`src/adc_port_pkg.sv`:
```
// constants, register map and state codes of the framed serial port
package adc_port_pkg;

  // ---------------------------------------------------------------------
  // word and counter widths
  // ---------------------------------------------------------------------
  localparam int WORD_BITS = 24;
  localparam int CNT_W     = 5;
  localparam int ADDR_W    = 4;

  // ---------------------------------------------------------------------
  // register bus offsets
  // ---------------------------------------------------------------------
  localparam logic [3:0] OFS_STATUS = 4'h0;
  localparam logic [3:0] OFS_MASK   = 4'h1;
  localparam logic [3:0] OFS_CTRL   = 4'h2;
  localparam logic [3:0] OFS_CALIB  = 4'h3;
  localparam logic [3:0] OFS_RESULT = 4'h4;

  // ---------------------------------------------------------------------
  // control word fields
  // ---------------------------------------------------------------------
  localparam int         MODE_MSB          = 23;
  localparam int         MODE_LSB          = 21;
  localparam logic [2:0] MODE_NORMAL       = 3'h0;
  localparam int         CTRL_UNIPOLAR_BIT = 12;
  localparam int         CTRL_EXC2_BIT     = 14;

  // ---------------------------------------------------------------------
  // values after reset
  // ---------------------------------------------------------------------
  localparam logic [23:0] CTRL_RESET   = 24'h000000;
  localparam logic [23:0] CALIB_RESET  = 24'h000000;
  localparam logic [23:0] RESULT_RESET = 24'h000000;
  localparam logic [3:0]  MASK_RESET   = 4'h0;
  localparam logic [3:0]  STATUS_RESET = 4'h0;

  // ---------------------------------------------------------------------
  // event bits of status and mask
  // ---------------------------------------------------------------------
  localparam int EV_BITS   = 4;
  localparam int EV_RESULT = 0;
  localparam int EV_CAL    = 1;
  localparam int EV_WRITE  = 2;
  localparam int EV_READ   = 3;

  // ---------------------------------------------------------------------
  // synchronised pin positions and their reset levels
  // ---------------------------------------------------------------------
  localparam int         SYNC_N     = 7;
  localparam int         SY_SCLK    = 0;
  localparam int         SY_BIDIR_SERIAL_LINE   = 1;
  localparam int         SY_WFS     = 2;
  localparam int         SY_RFS     = 3;
  localparam int         SY_SEL     = 4;
  localparam int         SY_MODE    = 5;
  localparam int         SY_STBY    = 6;
  localparam logic [6:0] SYNC_RESET = 7'h4D;

  // ---------------------------------------------------------------------
  // self-clocking shift clock timing
  // ---------------------------------------------------------------------
  localparam int CLK_PERIOD_NS = 10;
  localparam int SCLK_HALF_NS  = 80;
  localparam int SCLK_HALF_CYC = (SCLK_HALF_NS + CLK_PERIOD_NS - 1)
                                 / CLK_PERIOD_NS;
  localparam int DIV_W         = 4;

  // ---------------------------------------------------------------------
  // frame states
  // ---------------------------------------------------------------------
  typedef enum logic [1:0]
  {
    ST_IDLE  = 2'b00,
    ST_WRITE = 2'b01,
    ST_READ  = 2'b10
  } port_state_e;

endpackage

```
`src/shift_if.sv`:
```
// control and data carrier between the port and its word shifter
interface shift_if;
  import adc_port_pkg::*;

  logic                 clear;
  logic                 load;
  logic [WORD_BITS-1:0] load_word;
  logic                 shift_en;
  logic                 bit_in;
  logic [WORD_BITS-1:0] word;
  logic [CNT_W-1:0]     count;

  modport ctl (output clear, load, load_word, shift_en, bit_in,
               input word, count);
  modport sh  (input clear, load, load_word, shift_en, bit_in,
               output word, count);
endinterface

```
`src/pin_sync.sv`:
```
// three-stage synchroniser with agreement filter for outside pins
module pin_sync
  import adc_port_pkg::*;
#(
  parameter int              N       = SYNC_N,
  parameter logic [SYNC_N-1:0] RST_VAL = SYNC_RESET
)
(
  input  wire logic         clk_sys,
  input  wire logic         rst,
  input  wire logic [N-1:0] pin_async,
  output logic      [N-1:0] pin_stable
);

  // ---------------------------------------------------------------------
  // one chain per pin
  // ---------------------------------------------------------------------
  genvar i;
  generate
    for (i = 0; i < N; i++)
    begin : g_bit
      logic s1_ff;
      logic s2_ff;
      logic s3_ff;
      logic stable_ff;
      logic nxt_stable;

      // change is taken once the second and third stage agree
      always_comb
      begin
        nxt_stable = (s2_ff == s3_ff) ? s2_ff : stable_ff;
      end

      // stage registers; the first stage feeds only the second
      always_ff @(posedge clk_sys or posedge rst)
      begin
        if (rst)
        begin
          s1_ff     <= RST_VAL[i];
          s2_ff     <= RST_VAL[i];
          s3_ff     <= RST_VAL[i];
          stable_ff <= RST_VAL[i];
        end
        else
        begin
          s1_ff     <= pin_async[i];
          s2_ff     <= s1_ff;
          s3_ff     <= s2_ff;
          stable_ff <= nxt_stable;
        end
      end

      assign pin_stable[i] = stable_ff;
    end
  endgenerate

endmodule // pin_sync

```
`src/word_shifter.sv`:
```
// msb-first word shifter with a bit counter that stops at full
module word_shifter
  import adc_port_pkg::*;
(
  input wire logic clk_sys,
  input wire logic rst,
  shift_if.sh      port
);

  logic [WORD_BITS-1:0] word_ff;
  logic [WORD_BITS-1:0] nxt_word;
  logic [CNT_W-1:0]     count_ff;
  logic [CNT_W-1:0]     nxt_count;

  // ---------------------------------------------------------------------
  // next word and count
  // ---------------------------------------------------------------------
  always_comb
  begin
    nxt_word  = word_ff;
    nxt_count = count_ff;
    if (port.clear)
    begin
      nxt_word  = '0;
      nxt_count = '0;
    end
    else if (port.load)
    begin
      nxt_word  = port.load_word;
      nxt_count = '0;
    end
    // no shift past a full word
    else if (port.shift_en && (count_ff < CNT_W'(WORD_BITS)))
    begin
      nxt_word  = {word_ff[WORD_BITS-2:0], port.bit_in};
      nxt_count = count_ff + CNT_W'(1);
    end
  end

  // registers only
  always_ff @(posedge clk_sys or posedge rst)
  begin
    if (rst)
    begin
      word_ff  <= '0;
      count_ff <= '0;
    end
    else
    begin
      word_ff  <= nxt_word;
      count_ff <= nxt_count;
    end
  end

  assign port.word  = word_ff;
  assign port.count = count_ff;

endmodule // word_shifter

```
`src/adc_framed_serial_port.sv`:
```
// framed bidirectional serial port of a sigma-delta converter
//
// Behaviour
// - self-clocking: shift clock driven only after write or read frame sync low.
// - read frame sync low enables shift clock (self) and data output.
// - external clocking: data driver enabled only after read sync low.
// - result_ready_n falls when a new result word is available.
// - result_ready_n returns high after a full result word shifted out.
// - result_ready_n also falls when calibration has finished.
// - result read drives data only while a result is pending.
// - write bits sampled on rising shift clock while write sync low.
// - result plain binary if unipolar, offset binary if bipolar.
// - data line writes control/calibration, reads those and result.
// - second excitation current follows a control register bit.
// - clock-mode pin high selects self clocking, low external.
// - control register loaded only after a complete 24-bit frame.
// - shift clock pulses past the 24th in a frame are ignored.
// - standby low halts the frame sequencer and the result and calibration events.
module adc_framed_serial_port
  import adc_port_pkg::*;
(
  input  wire logic                        clk_sys,
  input  wire logic                        rst,
  input  wire logic                        sclk_in,
  output logic                             sclk_out,
  output logic                             sclk_oe,
  input  wire logic                        bidir_serial_line_in,
  output logic                             bidir_serial_line_out,
  output logic                             bidir_serial_line_oe,
  input  wire logic                        write_frame_sync_n,
  input  wire logic                        read_frame_sync_n,
  input  wire logic                        clk_mode,
  input  wire logic                        reg_sel,
  input  wire logic                        standby_n,
  output logic                             result_ready_n,
  output logic                             second_excitation_current,
  input  wire logic                        result_valid,
  input  wire logic [adc_port_pkg::WORD_BITS-1:0] result_data,
  input  wire logic                        cal_done,
  input  wire logic [adc_port_pkg::ADDR_W-1:0]    bus_addr,
  input  wire logic [adc_port_pkg::WORD_BITS-1:0] bus_wdata,
  input  wire logic                        bus_wr,
  input  wire logic                        bus_rd,
  output logic      [adc_port_pkg::WORD_BITS-1:0] bus_rdata,
  output logic                             irq
);
  import adc_port_pkg::*;

  // ---------------------------------------------------------------------
  // pin synchronisation
  // ---------------------------------------------------------------------
  logic [SYNC_N-1:0] pin;

  pin_sync #(
    .N       (SYNC_N),
    .RST_VAL (SYNC_RESET)
  ) u_sync (
    .clk_sys   (clk_sys),
    .rst       (rst),
    .pin_async ({standby_n, clk_mode, reg_sel, read_frame_sync_n,
                 write_frame_sync_n, bidir_serial_line_in, sclk_in}),
    .pin_stable(pin)
  );

  // ---------------------------------------------------------------------
  // word shifter
  // ---------------------------------------------------------------------
  shift_if sh ();

  word_shifter u_shift (
    .clk_sys (clk_sys),
    .rst     (rst),
    .port    (sh)
  );

  // ---------------------------------------------------------------------
  // state
  // ---------------------------------------------------------------------
  port_state_e          state_ff;
  port_state_e          nxt_state;
  logic [DIV_W-1:0]     div_ff;
  logic [DIV_W-1:0]     nxt_div;
  logic                 sclk_ff;
  logic                 nxt_sclk;
  logic                 prev_sclk_ff;
  logic                 prev_wfs_ff;
  logic                 prev_rfs_ff;
  logic                 drive_ff;
  logic                 nxt_drive;
  logic                 rd_result_ff;
  logic                 nxt_rd_result;

  logic [WORD_BITS-1:0] ctrl_ff;
  logic [WORD_BITS-1:0] nxt_ctrl;
  logic [WORD_BITS-1:0] calib_ff;
  logic [WORD_BITS-1:0] nxt_calib;
  logic [WORD_BITS-1:0] result_ff;
  logic [WORD_BITS-1:0] nxt_result;
  logic                 rdy_n_ff;
  logic                 nxt_rdy_n;
  logic [EV_BITS-1:0]   status_ff;
  logic [EV_BITS-1:0]   nxt_status;
  logic [EV_BITS-1:0]   mask_ff;
  logic [EV_BITS-1:0]   nxt_mask;
  logic [WORD_BITS-1:0] rdata_ff;
  logic [WORD_BITS-1:0] nxt_rdata;

  // decoded conditions
  logic                 active;
  logic                 self_mode;
  logic                 normal_mode;
  logic                 full;
  logic                 rise;
  logic                 int_rise;
  logic                 commit;
  logic                 read_done;
  logic [WORD_BITS-1:0] read_word;
  logic                 read_ok;
  logic [EV_BITS-1:0]   events;
  logic [EV_BITS-1:0]   w1c;

  // bus address match, used by the write decoders
  function automatic logic hit(input logic [ADDR_W-1:0] a,
                               input logic [3:0]        ofs);
    hit = (a == ofs);
  endfunction

  // ---------------------------------------------------------------------
  // common decodes
  // ---------------------------------------------------------------------
  // standby low halts the frame sequencer and the result and calibration events
  assign active      = pin[SY_STBY];
  // clock-mode pin selects who makes the shift clock
  assign self_mode   = pin[SY_MODE];
  assign normal_mode = (ctrl_ff[MODE_MSB:MODE_LSB] == MODE_NORMAL);
  assign full        = (sh.count == CNT_W'(WORD_BITS));

  // read source picks control, calibration or result
  always_comb
  begin
    read_word = ctrl_ff;
    read_ok   = 1'b1;
    if (pin[SY_SEL])
    begin
      if (normal_mode)
      begin
        read_word = result_ff;
        read_ok   = ~rdy_n_ff;
      end
      else
      begin
        read_word = calib_ff;
      end
    end
  end

  // ---------------------------------------------------------------------
  // frame sequencer and self clock divider
  // ---------------------------------------------------------------------
  always_comb
  begin
    nxt_state     = state_ff;
    nxt_div       = div_ff;
    nxt_sclk      = sclk_ff;
    nxt_drive     = drive_ff;
    nxt_rd_result = rd_result_ff;
    int_rise      = 1'b0;
    commit        = 1'b0;
    read_done     = 1'b0;
    sh.clear      = 1'b0;
    sh.load       = 1'b0;
    sh.load_word  = read_word;
    sh.shift_en   = 1'b0;
    sh.bit_in     = 1'b0;

    // clock toggles only inside a frame and stops at full word
    if (self_mode && (state_ff != ST_IDLE) && !full)
    begin
      if (div_ff == DIV_W'(SCLK_HALF_CYC - 1))
      begin
        nxt_div  = '0;
        nxt_sclk = ~sclk_ff;
        int_rise = ~sclk_ff;
      end
      else
      begin
        nxt_div = div_ff + DIV_W'(1);
      end
    end
    rise = self_mode ? int_rise : (pin[SY_SCLK] & ~prev_sclk_ff);

    if (!active)
    begin
      nxt_state = ST_IDLE;
      nxt_div   = '0;
      nxt_sclk  = 1'b1;
      nxt_drive = 1'b0;
    end
    else
    begin
      case (state_ff)
        ST_IDLE:
        begin
          // write frame opens on the falling sync edge
          if (prev_wfs_ff && !pin[SY_WFS])
          begin
            sh.clear  = 1'b1;
            nxt_state = ST_WRITE;
          end
          // read frame opens on the falling sync edge
          else if (prev_rfs_ff && !pin[SY_RFS])
          begin
            sh.load       = 1'b1;
            nxt_drive     = read_ok;
            nxt_rd_result = pin[SY_SEL] & normal_mode;
            nxt_state     = ST_READ;
          end
        end
        ST_WRITE:
        begin
          // sample data at each rising shift clock
          if (rise && !full)
          begin
            sh.shift_en = 1'b1;
            sh.bit_in   = pin[SY_BIDIR_SERIAL_LINE];
          end
          if (pin[SY_WFS])
          begin
            // only a full word is committed
            commit    = full;
            nxt_state = ST_IDLE;
            nxt_div   = '0;
            nxt_sclk  = 1'b1;
          end
        end
        ST_READ:
        begin
          // next bit moves up after the host took the current one
          if (rise && !full)
          begin
            sh.shift_en = 1'b1;
            read_done   = rd_result_ff && drive_ff &&
                          (sh.count == CNT_W'(WORD_BITS - 1));
          end
          // driver released once read sync is high
          if (pin[SY_RFS])
          begin
            nxt_state = ST_IDLE;
            nxt_drive = 1'b0;
            nxt_div   = '0;
            nxt_sclk  = 1'b1;
          end
        end
        default:
        begin
          nxt_state = ST_IDLE;
        end
      endcase
    end
  end

  // frame registers
  always_ff @(posedge clk_sys or posedge rst)
  begin
    if (rst)
    begin
      state_ff     <= ST_IDLE;
      div_ff       <= '0;
      sclk_ff      <= 1'b1;
      prev_sclk_ff <= 1'b1;
      prev_wfs_ff  <= 1'b1;
      prev_rfs_ff  <= 1'b1;
      drive_ff     <= 1'b0;
      rd_result_ff <= 1'b0;
    end
    else
    begin
      state_ff     <= nxt_state;
      div_ff       <= nxt_div;
      sclk_ff      <= nxt_sclk;
      prev_sclk_ff <= pin[SY_SCLK];
      prev_wfs_ff  <= pin[SY_WFS];
      prev_rfs_ff  <= pin[SY_RFS];
      drive_ff     <= nxt_drive;
      rd_result_ff <= nxt_rd_result;
    end
  end

  // ---------------------------------------------------------------------
  // port registers, ready flag, status and bus
  // ---------------------------------------------------------------------
  assign events[EV_RESULT] = active & result_valid;
  assign events[EV_CAL]    = active & cal_done;
  assign events[EV_WRITE]  = commit;
  assign events[EV_READ]   = read_done;
  assign w1c = (bus_wr && hit(bus_addr, OFS_STATUS)) ?
               bus_wdata[EV_BITS-1:0] : '0;

  always_comb
  begin
    nxt_ctrl   = ctrl_ff;
    nxt_calib  = calib_ff;
    nxt_result = result_ff;
    nxt_rdy_n  = rdy_n_ff;
    nxt_mask   = mask_ff;
    nxt_rdata  = '0;

    // committed word lands by register select
    if (commit && !pin[SY_SEL])
    begin
      nxt_ctrl = sh.word;
    end
    if (commit && pin[SY_SEL] && !normal_mode)
    begin
      nxt_calib = sh.word;
    end
    // bipolar results flip the sign bit into offset binary
    if (events[EV_RESULT])
    begin
      nxt_result = ctrl_ff[CTRL_UNIPOLAR_BIT] ? result_data :
                   {~result_data[WORD_BITS-1], result_data[WORD_BITS-2:0]};
    end
    // ready returns high after a full result word
    if (read_done)
    begin
      nxt_rdy_n = 1'b1;
    end
    // ready falls on a new result; also on calibration done
    if (events[EV_RESULT] || events[EV_CAL])
    begin
      nxt_rdy_n = 1'b0;
    end
    // sticky status, set wins over clear
    nxt_status = (status_ff & ~w1c) | events;
    if (bus_wr && hit(bus_addr, OFS_MASK))
    begin
      nxt_mask = bus_wdata[EV_BITS-1:0];
    end
    // read data for the cycle after the strobe
    if (bus_rd)
    begin
      case (bus_addr)
        OFS_STATUS: nxt_rdata = {{(WORD_BITS-EV_BITS){1'b0}}, status_ff};
        OFS_MASK:   nxt_rdata = {{(WORD_BITS-EV_BITS){1'b0}}, mask_ff};
        OFS_CTRL:   nxt_rdata = ctrl_ff;
        OFS_CALIB:  nxt_rdata = calib_ff;
        OFS_RESULT: nxt_rdata = result_ff;
        default:    nxt_rdata = '0;
      endcase
    end
  end

  // register file
  always_ff @(posedge clk_sys or posedge rst)
  begin
    if (rst)
    begin
      ctrl_ff   <= CTRL_RESET;
      calib_ff  <= CALIB_RESET;
      result_ff <= RESULT_RESET;
      rdy_n_ff  <= 1'b1;
      status_ff <= STATUS_RESET;
      mask_ff   <= MASK_RESET;
      rdata_ff  <= '0;
    end
    else
    begin
      ctrl_ff   <= nxt_ctrl;
      calib_ff  <= nxt_calib;
      result_ff <= nxt_result;
      rdy_n_ff  <= nxt_rdy_n;
      status_ff <= nxt_status;
      mask_ff   <= nxt_mask;
      rdata_ff  <= nxt_rdata;
    end
  end

  // ---------------------------------------------------------------------
  // outputs
  // ---------------------------------------------------------------------
  // shift clock driven in self mode inside a frame
  assign sclk_out  = sclk_ff;
  assign sclk_oe   = self_mode & active & (state_ff != ST_IDLE);
  // data driver enabled only inside a read frame
  assign bidir_serial_line_out = sh.word[WORD_BITS-1];
  assign bidir_serial_line_oe  = drive_ff;
  assign result_ready_n = rdy_n_ff;
  // second excitation current from control bit
  assign second_excitation_current = ctrl_ff[CTRL_EXC2_BIT];
  assign bus_rdata = rdata_ff;
  assign irq       = |(status_ff & mask_ff);

endmodule // adc_framed_serial_port

```
`config.mk`:
```
export PLATFORM = sky130hd
export DESIGN_NAME = adc_framed_serial_port
export DESIGN_NICKNAME = d
export VERILOG_FILES = /design/src/adc_port_pkg.sv /design/src/shift_if.sv /design/src/pin_sync.sv /design/src/word_shifter.sv /design/src/adc_framed_serial_port.sv
export SDC_FILE = /design/constraint.sdc
export NUM_CORES = 1
export LEC_CHECK = 0
export ABC_AREA = 1
export BUFFER_PORTS_ARGS = -buffer_cell sky130_fd_sc_hd__buf_2
export CAP_MARGIN = 5
export CORE_MARGIN = 1.5
export CORE_UTILIZATION = 50
export CTS_CLUSTER_DIAMETER = 120
export DETAILED_ROUTE_END_ITERATION = 10
export PLACE_DENSITY_LB_ADDON = 0.15
export SKIP_CTS_REPAIR_TIMING = 1
export SYNTH_ARGS = -nofsm -noshare
export SYNTH_HDL_FRONTEND = slang
export SYNTH_HIERARCHICAL = 1
export SYNTH_SLANG_ARGS = --single-unit
```
`constraint.sdc`:
```
create_clock -name clk_sys -period 11.3 [get_ports clk_sys]
set_input_delay 1.695 -clock clk_sys [delete_from_list [all_inputs] [get_ports clk_sys]]
set_output_delay 1.695 -clock clk_sys [all_outputs]
set_load 0.05 [all_outputs]
```
# Yosys cells after proc, flatten, opt, wreduce, memory -nomap -nowiden
# Cells that the tools add are included.
[classes]
add_sub_neg = 2
order_cmp = 1
n_eq_ne = 22
muxes = 61
n_bitwise = 15
n_reduce_logical = 30
[ops]
columns = ["op", "n"]
rows = [
  ["$mux 24", 7],
  ["$pmux 24 s5", 1],
  ["$mux 1", 35],
  ["$mux 4", 6],
  ["$mux 5", 3],
  ["$logic_and 1x1->1", 13],
  ["$eq 5x5->1 const B", 2],
  ["$mux 2", 5],
  ["$ne 3x3->1 const B", 3],
  ["$and 4x4->4", 2],
  ["$eq 4x2->1 const B", 2],
  ["$eq 4x3->1 const B", 2],
  ["$pmux 4 s2", 1],
  ["$reduce_and 4->1", 2],
  ["$eq 1x1->1", 7],
  ["$and 1x1->1", 6],
  ["$ne 3x2->1 const B", 2],
  ["$pmux 2 s3", 1],
  ["$add 5x1->5 const B", 1],
  ["$logic_not 1->1", 5],
  ["$lt 5x5->1 const B", 1],
  ["$not 1->1", 5],
  ["$add 4x1->4 const B", 1],
  ["$eq 4x1->1 const B", 1],
  ["other kinds (15)", 17],
]
[word_totals]
reg_bits = 174
inputBits = 65
out_inout_bits = 31
wordCells = 176

# Logic depth before layout (Yosys ltp)
[logic_depth]
depth_word = 13
mapped_depth = 14
ltp_nobuf = 13

# Cells and area by module
# Netlist, hierarchy kept.
[modules_own_cells]
columns = ["module", "instances", "cells_each", "area_each_um2", "seq_area_each_um2"]
rows = [
  ["adc_framed_serial_port", 1, 671, 5655.4, 2934.1],
  ["word_shifter", 1, 213, 1557.7, 725.7],
  ["pin_sync", 1, 64, 890.9, 720.7],
]

# Worst setup path after synthesis
# Ideal clock, no wire load.
[synth_timing]
kind = "reg2out"
startpoint = "register u_sync.g_bit[6].stable_ff"
endpoint = "output port sclk_oe"
t_arrival_ns = 1.879
path_slack_ns = 7.726
stages_incl_launch_ff = 5
n_path_buf = 2
path_cell_list = "dfstp_2 > buf_4 > buf_4 > inv_1 > nor3_1"
[synth_via]
elab_chain_cells = 2
[synth_lines]
columns = ["item", "line", "rtl"]
rows = [
  ["start: declaration", "pin_sync.sv:25", "logic stable_ff;"],
  ["start signal: assignment", "pin_sync.sv:42", "stable_ff <= RST_VAL[i];"],
  ["start signal: assignment", "pin_sync.sv:49", "stable_ff <= nxt_stable;"],
  ["$and 1x1->1 (2 in series)", "adc_framed_serial_port.sv:383", "assign sclk_oe = self_mode & active & (state_ff != ST_IDLE);"],
  ["end: declaration", "adc_framed_serial_port.sv:26", "output logic sclk_oe,"],
]
# No other way between the ends.

# Worst setup path in the final report
# Same ends and word-level chain as after synthesis.

==> reports/results.ini <==
[status]
run_status = complete, no violations

[clock_network]
clockRootBuffer = clkbuf_16
clk_latency_ns = 0.43
htreeDepth = 4
cts_buffers = 17
clock_sinks = 174
clk_pin_slew_ns = 0.06
cts_tree = done
cts_buffer_depth = 2

[synth]
async_flop_share = 1.00
syn-cell-area_um2 = 8100
yosysWarnings = 6
ys_seq_area_frac = 0.541
syn-num-nets = 1019
synth_ff_type = dfrtp_1
syn_inst = 948
ys_seq_elements = 174
syn_area_per_cell_um2 = 8.55
synth_edf_count = 0
synth.distinct_cells = 34

[layout]
n_antenna_cell = 0
stdcell_count = 1227
final_util = 0.571
nets = 1069
drive_above_1_share = 0.159
final_area_um2 = 9070
layout-area-overhead-vs-synth_pct = 11.9

[global_routing]
grt_overflow = 0
grt_usage = 0.233
use_met3 = 0.0443
grt_most_used_layer = met2
use_met2 = 0.373
grt_pass1_vias = 6005
grt_pass1_wl_mm = 30.2
grt_max_degree = 83
use_met1 = 0.318
antenna_found_initial = 0

[detailed_routing]
totalWireLength_mm = 18.2
via_per_inst = 5.12
firstDrtPassIters = 5
avgRoutedWirePerCell_um = 14.8
drt-initial-drc-count = 393
antenna_left = 0
vias = 6279
route.detailed.drc = 0

[min_path]
whs_path_depth = 0
hold_start = u_sync/g_bit[1].s1_ff$_DFF_PP0_
hp-class = flip-flop to flip-flop
holdPathEnd = u_sync/g_bit[1].s2_ff$_DFF_PP0_

[floorplanning]
die_w_um = 130
dieArea_um2 = 17000
core_um2 = 15900
io-pin-count = 96
rows = 46
die_h_um = 130
start_util = 0.510

[timing]
slew_viol_final = 0
rsz0062_at_grt = false
timing.final.crit_share = 0.296
hold_ws_ns = 0.348
maxSlewHeadroom = 0.184
finalSetupViolations = 0
fin_setup_tns_ns = 0
max_slew.worst_pin.slew_ns = 1.22
fin_worst_skew_ns = 0.00810
setup_ws_ns = 7.96
final-hold-violation-count = 0
finalCriticalPeriod_ns = 3.34
fmax_mhz = 299

[worst_setup_path]
r2r-end = u_shift/port.word[11]$_DFFE_PP0P_
cp-start-kind = flip-flop
cp.arrival_ns = 1.65
worstPathCellList = inv_1 -> nor3_1 -> buf_2
setup.worst_path.class = flip-flop to output pin
cp_slowest_cell = dfstp_2
timing.reg2reg.worst_path_depth = 13
r2r_start = div_ff[0]$_DFF_PP0_
crit_family = flip-flops
cp-end-kind = output pin
cp_max_fo = 9
worstPathRequired_ns = 9.61
cp_slowest_stage_delay_ns = 0.64
worst-path-buf-inv = 2
r2r_slack_ns = 8.76

[placement]
post-place-ws_ns = 7.69
io_buffers = 75
post-dp-hpwl_mm = 11.0
place.gp.congestion = 0.868
dp.cells = 1195
dpl_cell_area_um2 = 8470

[pwr]
p_comb_frac = 0.153
seq_power_share = 0.472
total_power_mw = 1.54
vdd_ir_drop_max_mv = 0.116
p_clk_frac = 0.375
p_leak_nw = 4.53
p_int_mw = 1.09
swShare = 0.290
p_sw_mw = 0.446
p_per_area_nw_per_um2 = 170

[job]
maxCapViolations = 0

## flip-flops by register name, indices dropped and copies added, names as in the netlist, 5 cells and up
register                cells
u_sync/g_bit.s3_ff          7
u_sync/g_bit.s2_ff          7
u_shift/port.count          5
u_sync/g_bit.stable_ff      7
u_shift/port.word          24
u_sync/g_bit.s1_ff          7
result_ff                  24
calib_ff                   24
ctrl_ff                    24
bus_rdata                  24
## power by group through the flow
stage / sequential (mW) / combinational (mW) / clock [mW]
after floorplan: 0.744 / 0.170 / 0
after global placement: 0.737 / 0.233 / 0
after detailed placement: 0.737 / 0.236 / 0
after CTS: 0.727 / 0.238 / 0.588
after global routing: 0.736 / 0.267 / 0.614
final: 0.727 / 0.235 / 0.576
## metal layers
layer	routed length, um	vias to the layer above	share of wire
met5	0	-	0
met4	289	0	0.016
met3	832	22	0.046
met2	8400	147	0.46
met1	8650	2983	0.48
li1	-	3127	-
## Yosys cell counts, types with 3 or more instances
library cell	number	area, um2
o221ai_1	41	359
a21oi_1	34	170
buf_4	14	105
ha_1	6	75.1
dfrtp_1	153	3830
o21ai_0	42	210
buf_6	11	124
nand2_2	4	25.0
o22ai_1	4	25.0
o21ai_1	31	155
nor3_4	3	48.8
inv_1	141	529
nand2_1	258	968
dfstp_2	21	552
o21ai_2	8	70.1
nor3_1	7	35.0
nand4_1	3	18.8
clkbuf_1	14	52.6
buf_2	9	45.0
nor2_1	59	221
nand3_1	62	310
xor2_1	4	35.0
nor2_2	4	25.0
## placed cells by master, fill, tap and decap left out, types with 8 or more instances in the layout
master / count
o21ai_0: 42
dfstp_2: 21
a21oi_1: 34
dfrtp_1: 153
nand2_1: 257
o21ai_1: 31
buf_2: 75
nand3_1: 62
o21ai_2: 8
nor2_1: 59
clkbuf_16: 20
o221ai_1: 41
inv_1: 140
## area by class of cell
| cell class | count | area (um2) |
|---|---|---|
| fill | 1482 | 6820 |
| timing repair buffer | 81 | 420 |
| sequential | 174 | 4380 |
| multi-input combinational | 580 | 2850 |
| clock buffer | 25 | 549 |
| inverter | 144 | 546 |
| tap | 216 | 270 |
| clock inverter | 7 | 48.8 |
## cells by family after synthesis
family                     Yosys count  synth area share
AOI/OAI and AO/OA                  162             0.124
xor gates and xnor gates             4           0.00432
adders and majority gates            6           0.00926
buffers and inverters              194             0.108
DFF                                174             0.541
and+or+nand+nor                    408             0.214
## how the worst max path moves through the flow
stage	endpoint	from	slack [ns]	cells past startpoint
after global placement	bus_rdata[22]$_DFF_PP0_	bus_addr[1]	7.72	7
final	sclk_oe	u_sync/g_bit[6].stable_ff$_DFFE_PP1N_	7.96	3
after global routing	sclk_oe	u_sync/g_bit[6].stable_ff$_DFFE_PP1N_	7.84	3
after CTS	sclk_oe	u_sync/g_bit[6].stable_ff$_DFFE_PP1N_	7.93	3
after detailed placement	bus_rdata[22]$_DFF_PP0_	bus_addr[1]	7.69	7
after floorplan	bidir_serial_line_oe$_DFFE_PP0P_	rst	6.51	1
## worst reg2reg max path, cell delays in order, from the launching register on
cell and delay (ns):
dfrtp_1 0.38, ha_1 0.20, nand3_1 0.08, inv_1 0.09, ha_1 0.15, nand3_1 0.07
nand2_1 0.08, nand2_1 0.07, nor3_1 0.41, nand2_2 0.21, nand2_4 0.33, inv_4 0.20
nand2_1 0.10, nand2_1 0.06
Note: power is estimated with default switching activity, not from simulation.
